$ cat config.mk
export PLATFORM = sky130hd
export DESIGN_NAME = clock_source_select
export DESIGN_NICKNAME = d
export VERILOG_FILES = /design/src/shared/clk_por_pkg.sv /design/src/core/clock_source_select.sv /design/src/core/otp_default_loader.sv
export SDC_FILE = /design/constraint.sdc
export NUM_CORES = 1
export LEC_CHECK = 0
export BUFFER_PORTS_ARGS = -buffer_cell sky130_fd_sc_hd__buf_4
export CAP_MARGIN = 20
export CELL_PAD_IN_SITES_DETAIL_PLACEMENT = 0
export CELL_PAD_IN_SITES_GLOBAL_PLACEMENT = 1
export CORE_MARGIN = 4
export CORE_UTILIZATION = 40
export CTS_CLUSTER_DIAMETER = 30
export DETAILED_ROUTE_END_ITERATION = 16
export PLACE_DENSITY = 0.88
export SYNTH_ARGS = -nofsm -noshare
export SYNTH_HDL_FRONTEND = slang
export SYNTH_SLANG_ARGS = --single-unit
$ cat constraint.sdc
create_clock -name clk_sys -period 4.85 [get_ports clk_sys]
set_input_delay 1.2125 -clock clk_sys [delete_from_list [all_inputs] [get_ports clk_sys]]
set_output_delay 1.2125 -clock clk_sys [all_outputs]
set_load 0.1 [all_outputs]
$ cat src/shared/clk_por_pkg.sv
// Purpose: shared constants and carriers for clock select and power-on load
// Assumes: clk_sys at 250 MHz; all pins synchronous to clk_sys
// Notes:   register words narrower than REG_W are not used
package clk_por_pkg;

  // timing
  localparam int CLK_SYS_HZ        = 250_000_000;
  localparam int OSC_FREQ_HZ       = 12_000_000;
  localparam int OSC_DIV_NOM       = CLK_SYS_HZ / OSC_FREQ_HZ;
  localparam int EXT_TIMEOUT_TICKS = 32;

  // widths
  localparam int TRIM_W   = 5;
  localparam int TRIM_LSB = 0;
  localparam int DIV_W    = TRIM_W + 1;
  localparam int SUP_W    = 6;
  localparam int TB_CNT_W = 24;
  localparam int NUM_REGS = 4;
  localparam int REG_W    = 16;
  localparam int OTP_AW   = 2;

  // fixed power-on values; word 0 holds the oscillator trim
  localparam logic [REG_W-1:0] REG0_RST = 16'h0000;
  localparam logic [REG_W-1:0] REG1_RST = 16'h0010;
  localparam logic [REG_W-1:0] REG2_RST = 16'h0A14;
  localparam logic [REG_W-1:0] REG3_RST = 16'h0000;
  localparam logic [NUM_REGS-1:0][REG_W-1:0] REG_DEFAULTS =
    {REG3_RST, REG2_RST, REG1_RST, REG0_RST};
  // words replaced from one-time memory during power-up
  localparam logic [NUM_REGS-1:0] OTP_LOAD_MASK = 4'h5;

  typedef enum logic [1:0] {
    SRC_INT  = 2'b00,
    SRC_EXT  = 2'b01,
    SRC_FAIL = 2'b11
  } src_e;

  typedef enum logic [1:0] {
    LD_SCAN = 2'b00,
    LD_WAIT = 2'b01,
    LD_DONE = 2'b11
  } ld_e;

  typedef struct packed {
    logic                tick;
    logic                ext_active;
    logic                ext_lost;
    logic [TB_CNT_W-1:0] count;
  } timebase_s;

  typedef struct packed {
    logic              req;
    logic [OTP_AW-1:0] addr;
  } otp_req_s;

  typedef struct packed {
    logic             ack;
    logic [REG_W-1:0] data;
  } otp_rsp_s;

  typedef struct packed {
    logic              en;
    logic [OTP_AW-1:0] idx;
    logic [REG_W-1:0]  data;
  } reg_wr_s;

endpackage
$ cat src/core/clock_source_select.sv
// Purpose: time-base source selection and power-on register load
// Assumes: ext_clk_pin is sampled as a synchronous level on clk_sys
// Notes:   the time base is a one-cycle tick per selected clock period
module clock_source_select
  import clk_por_pkg::*;
#(
  parameter int                               N_REGS    = NUM_REGS,
  parameter logic [N_REGS-1:0][REG_W-1:0]     REG_RST   = REG_DEFAULTS,
  parameter logic [N_REGS-1:0]                LOAD_MASK = OTP_LOAD_MASK,
  parameter int                               TIMEOUT   = EXT_TIMEOUT_TICKS
) (
  // clock and reset
  input  wire logic                          clk_sys,
  input  wire logic                          rst,
  // external clock pin
  input  wire logic                          ext_clk_pin,
  // one-time memory port
  output clk_por_pkg::otp_req_s              otp_req,
  input  wire clk_por_pkg::otp_rsp_s         otp_rsp,
  // time base and configuration to the driver
  output clk_por_pkg::timebase_s             tb,
  output logic [N_REGS-1:0][REG_W-1:0]       cfg,
  output logic                               init_done
);
  import clk_por_pkg::*;

  typedef struct packed {
    src_e                         src;
    logic                         ext_prev;
    logic [DIV_W-1:0]             div;
    logic [SUP_W-1:0]             sup;
    logic [N_REGS-1:0][REG_W-1:0] regs;
    timebase_s                    tb;
  } st_s;

  st_s               q, d;
  reg_wr_s           wr;
  logic              ld_done;
  logic [TRIM_W-1:0] trim;
  logic [DIV_W-1:0]  div_lim;
  logic              osc_tick;
  logic              ext_rise;
  logic              sel_tick;

  otp_default_loader #(
    .N_REGS    (N_REGS),
    .LOAD_MASK (LOAD_MASK)
  ) u_loader (
    .clk_sys (clk_sys),
    .rst     (rst),
    .otp_req (otp_req),
    .otp_rsp (otp_rsp),
    .wr      (wr),
    .done    (ld_done)
  );

  // oscillator model: signed trim around the nominal divide
  assign trim     = q.regs[0][TRIM_LSB +: TRIM_W];
  assign div_lim  = DIV_W'(OSC_DIV_NOM) + {trim[TRIM_W-1], trim};
  // >= keeps the divider sane if a new trim lands below the count
  assign osc_tick = (q.div >= div_lim - 1'b1);
  assign ext_rise = ext_clk_pin & ~q.ext_prev;

  always_comb begin
    d             = q;
    sel_tick      = 1'b0;
    d.tb.tick     = 1'b0;
    d.tb.ext_lost = 1'b0;
    d.ext_prev    = ext_clk_pin;
    d.div         = osc_tick ? '0 : q.div + 1'b1;
    unique case (q.src)
      SRC_INT: begin
        sel_tick = osc_tick;
        if (ext_rise) begin
          // detecting edge is not a tick: the first external tick
          // comes one full external period later
          d.src    = SRC_EXT;
          d.sup    = '0;
          sel_tick = 1'b0;
        end
      end
      SRC_EXT: begin
        sel_tick = ext_rise;
        if (ext_rise) begin
          d.sup = '0;
        end else if (osc_tick) begin
          if (q.sup == SUP_W'(TIMEOUT - 1)) begin
            d.src         = SRC_FAIL;
            d.tb.ext_lost = 1'b1;
          end else begin
            d.sup = q.sup + 1'b1;
          end
        end
      end
      SRC_FAIL: begin
        // rejoin on an oscillator edge so the first internal tick
        // follows a whole oscillator period
        if (osc_tick) begin
          d.src = SRC_INT;
        end
      end
      default: d.src = SRC_INT;
    endcase
    // downstream timing waits for the power-up load to finish
    d.tb.tick       = sel_tick & ld_done;
    d.tb.ext_active = (d.src == SRC_EXT);
    if (d.tb.tick) begin
      d.tb.count = q.tb.count + 1'b1;
    end
    if (wr.en) begin
      d.regs[wr.idx] = wr.data;
    end
    if (rst) begin
      d          = '0;
      d.src      = SRC_INT;
      d.regs     = REG_RST;
      d.ext_prev = 1'b1; // a pin already high at reset is no edge
    end
  end

  always_ff @(posedge clk_sys) begin
    q <= d;
  end

  assign tb        = q.tb;
  assign cfg       = q.regs;
  assign init_done = ld_done;

  // checks
  localparam int FAIL_BOUND = 64;
endmodule

$ cat src/core/otp_default_loader.sv
// Purpose: after reset, read the marked register words from one-time memory
// Assumes: memory answers a held request with a one-cycle ack and data
// Notes:   words not marked keep their fixed power-on value
module otp_default_loader
  import clk_por_pkg::*;
#(
  parameter int                  N_REGS    = NUM_REGS,
  parameter logic [N_REGS-1:0]   LOAD_MASK = OTP_LOAD_MASK
) (
  // clock and reset
  input  wire logic clk_sys,
  input  wire logic rst,
  // one-time memory port
  output clk_por_pkg::otp_req_s otp_req,
  input  wire clk_por_pkg::otp_rsp_s otp_rsp,
  // register file side
  output clk_por_pkg::reg_wr_s  wr,
  output logic                  done
);
  import clk_por_pkg::*;

  typedef struct packed {
    ld_e               st;
    logic [OTP_AW-1:0] idx;
  } ld_state_s;

  ld_state_s q, d;
  logic      last;

  assign last = (q.idx == OTP_AW'(N_REGS - 1));

  always_comb begin
    d       = q;
    otp_req = '0;
    wr      = '0;
    unique case (q.st)
      LD_SCAN: begin
        if (LOAD_MASK[q.idx]) begin
          d.st = LD_WAIT;
        end else if (last) begin
          d.st = LD_DONE;
        end else begin
          d.idx = q.idx + 1'b1;
        end
      end
      LD_WAIT: begin
        otp_req.req  = 1'b1;
        otp_req.addr = q.idx;
        if (otp_rsp.ack) begin
          wr.en   = 1'b1;
          wr.idx  = q.idx;
          wr.data = otp_rsp.data;
          d.st    = last ? LD_DONE : LD_SCAN;
          d.idx   = last ? q.idx : q.idx + 1'b1;
        end
      end
      LD_DONE: begin
      end
      default: d.st = LD_DONE;
    endcase
    if (rst) begin
      d = '{st: LD_SCAN, idx: '0};
    end
  end

  always_ff @(posedge clk_sys) begin
    q <= d;
  end

  assign done = (q.st == LD_DONE);

endmodule

* Yosys cells after proc, flatten, opt, wreduce, memory -nomap -nowiden
Cells that the tools add are included.
Word-level totals: bits in registers 110, bits in latches 0, RAM bits 0, ROM bits 0, input port bits 20, word-level logic and storage cells 83, memories 0
Cells by class: add/subtract/negate cells 6, multipliers 0, divide/modulo/power cells 0, order comparisons 4, equality and inequality tests 13, shifts and indexed selects 0, muxes and demuxes 30, bitwise logic cells 6, reductions and logical operators 10
Operator list (number):
- $bwmux W64 | 1
- $mux W19 | 2
- $demux W16 S2 | 1
- $add A24 B1 Y24 const B | 1
- $mux W6 | 4
- $mux W2 | 10
- $mux W16 | 1
- $add A6 B1 Y6 const B | 2
- $pmux W2 S3 | 2
- $pmux W6 S2 | 1
- $add A5 B6 Y6 const A | 1
- $eq A2 B1 Y1 const B | 3
- $eq A2 B2 Y1 const B | 3
- $eq A6 B5 Y1 const B | 1
- $ge A6 B6 Y1 | 1
- $lt A2 B3 Y1 const B | 2
- $ne A2 B2 Y1 const B | 3
- $ne A3 B3 Y1 const B | 2
- $reduce_and A3 Y1 | 2
- $sub A6 B1 Y6 const B | 1
- $logic_not A2 Y1 | 2
- $mux W4 | 1
- $not A1 Y1 | 4
- $pmux W2 S2 | 1
- other kinds (13) | 17

* Logic depth before layout (Yosys ltp)
word-level depth 7, gate-level depth with buffers 12, depth with buffers taken out 10

* Modules after synthesis
From an unflattened synthesis, not the netlist that was laid out.
Unflattened totals: cells, all modules 681, area total of the unflattened synthesis 5531.6 um^2
By module, submodules not included:
- clock_source_select | times used 1, cells an instance 631, area each 5154.9 um^2, sequential area each 2122.0 um^2
- otp_default_loader | times used 1, cells an instance 50, area each 376.6 um^2, sequential area each 80.1 um^2

* Worst setup path after synthesis
No wires, ideal clock.
path type register -> output, start point register u_loader.q[2] in the netlist's numbering, end point output otp_req[1] in the netlist's numbering, arrival time 2.888 ns, data required time 3.638 ns, setup slack 0.749 ns, stages on the path, launching flop included 4, buffers on the path 1, path through dfxtp_1 clkbuf_1 nor2b_1 and2_1
RTL lines:
- from (decl) | RTL line otp_default_loader.sv:27 | ld_state_s q, d;
- from (signal assigned) | RTL line otp_default_loader.sv:67 | q <= d;
- to (decl) | RTL line clock_source_select.sv:18 | output clk_por_pkg::otp_req_s otp_req,

* Worst setup path after layout
start point register q (netlist bit cfg[0]), end point register q (netlist bit tb[7])
Between the ends: longest elaborated chain between the ends 6
RTL lines:
- from (decl) | RTL line clock_source_select.sv:36 | st_s q, d;
- from (signal assigned) | RTL line clock_source_select.sv:122 | q <= d;
- $add A5 B6 Y6 | RTL line clock_source_select.sv:59 | assign div_lim = DIV_W'(OSC_DIV_NOM) + {trim[TRIM_W-1], trim};
- $sub A6 B1 Y6 | RTL line clock_source_select.sv:61 | assign osc_tick = (q.div >= div_lim - 1'b1);
- $ge A6 B6 Y1 | RTL line clock_source_select.sv:61
- $mux W1 | RTL line clock_source_select.sv:74 | if (ext_rise) begin
- $pmux W1 S2 | RTL line clock_source_select.sv:71 | unique case (q.src)
- $and A1 B1 Y1 | RTL line clock_source_select.sv:105 | d.tb.tick = sel_tick & ld_done;
Every way passes these cells. A chain may end at the register's enable or synchronous reset.

==> results <==
- The clock tree synthesis step divided the H-tree into 3 levels.
- The signed area change from the synthesized netlist to the final layout is 10.1%.
- The via count of the first global-routing pass is 4059.
- The remaining routing DRC violations is 0.
- The x dimension of the die is 123 um.
- The average detailed-routed wire length per instance is 15.3 um.
- The maximum cell stage delay along the critical path is 0.73 ns.
- The count of warnings emitted by yosys is 0.
- The async set-reset flop share out of synthesis is 0%.
- The number of enable-type register cells in the synthesized netlist is 0.
- For this configuration, the core starts out at a cell density of 41.6%.
- The cell area after synthesis is about 5300 um^2.
- The final net count is 693.
- No sink is reached through more buffers than the 2 on the longest clock path.
- Across the VDD grid, the largest voltage drop is 149 uV.
- In this run the vertical extent of the chip is 123 um.
- CTS placed an instance of clkbuf_16 at the clock tree root.
- The count of final max-slew check failures came to 0.
- The weighted congestion at the end of routability-driven global placement is 0.860.
- Clock skew on the completed layout was measured at about 0.016 ns.
- TritonCTS built the clock tree.
- Synthesis handed over a netlist of 663 instances.
- The maximum number of pins on one net before global-route repair is 90.
- The critical path goes through inv_1, ha_1, nor2_1, xor2_1, ha_1, nand2_1, o211ai_1, o21ba_2, or4_2, a21oi_1.
- At the later pin of the worst-skew pair, clock insertion delay measures 0.35 ns.
- In this run the tightest slew margin relative to its limit is 31.0%.
- The cell seen most often among critical-path stages is ha_1.
- The first global-routing pass estimated 20300 um of wire.
- Yosys attributes the largest share of cell area to dfxtp_1 (41%), buf_4 (13%), nand2_1 (10%).
- Power spread over the standard cell area amounts to between 300 and 400 nW/um^2.
- The maximum fanout along the worst path is just under 50.
- The port buffer count is 114.
- The leakage power total is 2.22 nW.
- The worst hold path class is register to register.
- The worst slack on hold paths is 0.455 ns.
- The number of antenna violations at the first check in global routing is 0.
- Sorting the synthesized cells by how often they occur yields nand2_1 (147), dfxtp_1 (110), buf_4 (92).
- The count of boundary I/O pins is 115.
- Hold repair after CTS inserted 0 buffers.
- The critical path required time is 5.12 ns.
- The category of the most critical setup path is register to register.
- The arrival time reported for the critical path endpoint is roughly 3.2 ns.
- The number of cells on the worst reg-to-reg path is 10.
- For the finished layout, the period the worst path requires is 2.93 ns.
- STA classifies the critical path endpoint as a register.
- The register clock-pin slew on the reported worst setup and hold paths is 0.08 ns.
- Of the post-synthesis cell area, the dominant cell type holds about two fifths.
- The number of buffers and inverters on the critical path is 1.
- The depth of the critical timing path with buffers and inverters included is 10.
- After legalization and detailed placement, the total HPWL measured 9220 um.
- Setup violations remaining at the end of the flow were counted as 0.
- At the pin with the least slew margin, the transition time is 1.03 ns.
- The global route total overflow is 0.
- The total iterations of the first detailed-routing run is 4.
- The tool flagged a number of max-cap violations equal to 0.
- The run finished with clean final reports.
- A synthesized cell averages 8.05 um^2.
- The number of CTS-inserted buffers is 9.
- Across all layers, the routed design uses approximately 4300 vias.
- Counting flops and latches in the post-synthesis netlist gives 110.
- The synthesized netlist net count is 694.
- The portion of the post-synthesis area used by sequential elements is 41.3%.
- The count of endpoints failing hold in the final timing report is 0.
- The netlist uses 45 different library cells.
- By instance count, the leading cell after synthesis is nand2_1.
- The global routing usage summed across all routing layers is ~17%.
- The die covers 15200 um^2.
- CTS saw 110 sinks.
- The category of cells accounting for the largest share of critical-path delay is simple AND/OR/NAND/NOR gates.
- The setup TNS is 0 ns.
- Using the TritonRoute via totals, the vias-per-cell ratio works out to between 5 and 6.
- The hold path depth is 2.
- The standard-cell row count is 41.
- Wires add up to between 10000 and 15000 um.
- The antenna diode count is 0.
- The share of cells above drive strength 1 is a little over a fifth.
- For this run, the leading register cell type out of synthesis is dfxtp_1.
- The detail route stage leaves a number of antenna-violating nets equal to 0.
- The standard cell core area is 12800 um^2.
- The share of the cycle needed by the critical path after routing is 60.4%.
- The post-cts resize count is 0.
- For this block, the initial DRC count from the detailed router was between 300 and 400.
- The maximum clock rate is 341 MHz.
- The setup fix buffers added after clock tree synthesis is 0.
- The library cell contributing the largest single delay on the critical path is or4_2.
- Setup repair after global routing left no endpoint under its margin.
- The leading area contributor after synthesis is dfxtp_1.
- STA classifies the critical path startpoint as a register.
[worst min-delay path: stages, from the launching register on]
cell and delay, ns:
dfxtp_1 0.31, nand2_1 0.05, a21oi_1 0.05
[metrics by stage]
step	setup WS [ns]	utilization [%]	instances	power (mW)	cell area, um^2
floorplan	0.749	-	663	1.11	5340
global placement	1.74	43.5	822	1.15	5580
detailed placement	1.64	43.5	822	1.15	5580
CTS	1.93	45.7	837	1.86	5860
global route	1.69	45.8	838	1.91	5870
finish	1.92	45.8	838	1.83	5870
[logic make-up (layout without fill, tap and decap cells)]
logic type / Yosys count / in the layout / synth area share [%]
compound gates: 137 / 137 / 14.9
xor+xnor: 8 / 8 / 1.31
mux: 3 / 3 / 0.633
buf+inv: 136 / 139 / 16.3
fa+ha+maj: 11 / 11 / 2.58
flops: 110 / 110 / 41.3
simple gates: 258 / 258 / 23.0
[layer usage]
layer  vias to the layer above  part of all wire, %  GRT usage, %
met3                        15                  5.7          3.34
met4                         0                  1.7          6.30
li1                       2194                    -             -
met5                         -                    0             0
met1                      2036                   47          23.3
met2                       102                   46          26.0
[area by class of cell]
cell class                 instances  area (um^2)
clock buffer                       9          225
clock inverter                     6         52.6
fill                            1309         6950
inverter                           8         30.0
multi-input combinational        417         2270
sequential                       110         2200
tap                              172          215
timing repair buffer             116          875
[registers in the layout, indices dropped and copies added, names as in the netlist]
signal	cells
q	15
cfg	64
u_loader.q	4
tb	27
[worst paths after layout]
check                           endpoint  slack (ns)  startpoint
worst min-delay path             cfg[40]        0.46     cfg[40]
worst max register to register     tb[7]        1.92      cfg[0]
worst min register to register   cfg[40]        0.46     cfg[40]
worst max-delay path               tb[7]        1.92      cfg[0]
[cells in the final DEF, fill, tap and decap left out, types with 3 or more instances in the layout]
master / Yosys / routed
o21ai_0: 11 / 11
ha_1: 11 / 11
xor2_1: 5 / 5
nor4_1: 3 / 3
clkbuf_16: 0 / 9
and3_1: 8 / 8
a21oi_1: 91 / 91
or4_2: 3 / 3
nand4_1: 8 / 8
xnor2_1: 3 / 3
nand2_1: 147 / 147
nand2b_1: 3 / 3
or3_1: 5 / 5
o31ai_1: 21 / 21
nor2_1: 18 / 18
nor3_1: 5 / 4
and2_1: 4 / 4
mux2_2: 3 / 3
dfxtp_1: 110 / 110
buf_4: 92 / 115
nand3_1: 19 / 19
inv_1: 8 / 8
or4_1: 21 / 21
nor2b_1: 3 / 3
inv_6: 0 / 4
nand3b_1: 4 / 4
[where the power goes]
| group | internal (mW) | leakage (nW) | switching, mW | total [mW] |
|---|---|---|---|---|
| logic | 0.0477 | 1.20 | 0.149 | 0.197 |
| registers | 0.917 | 0.889 | 0.0143 | 0.931 |
| clock network | 0.355 | 0.137 | 0.350 | 0.705 |
Power figures use the tool's default switching activity.
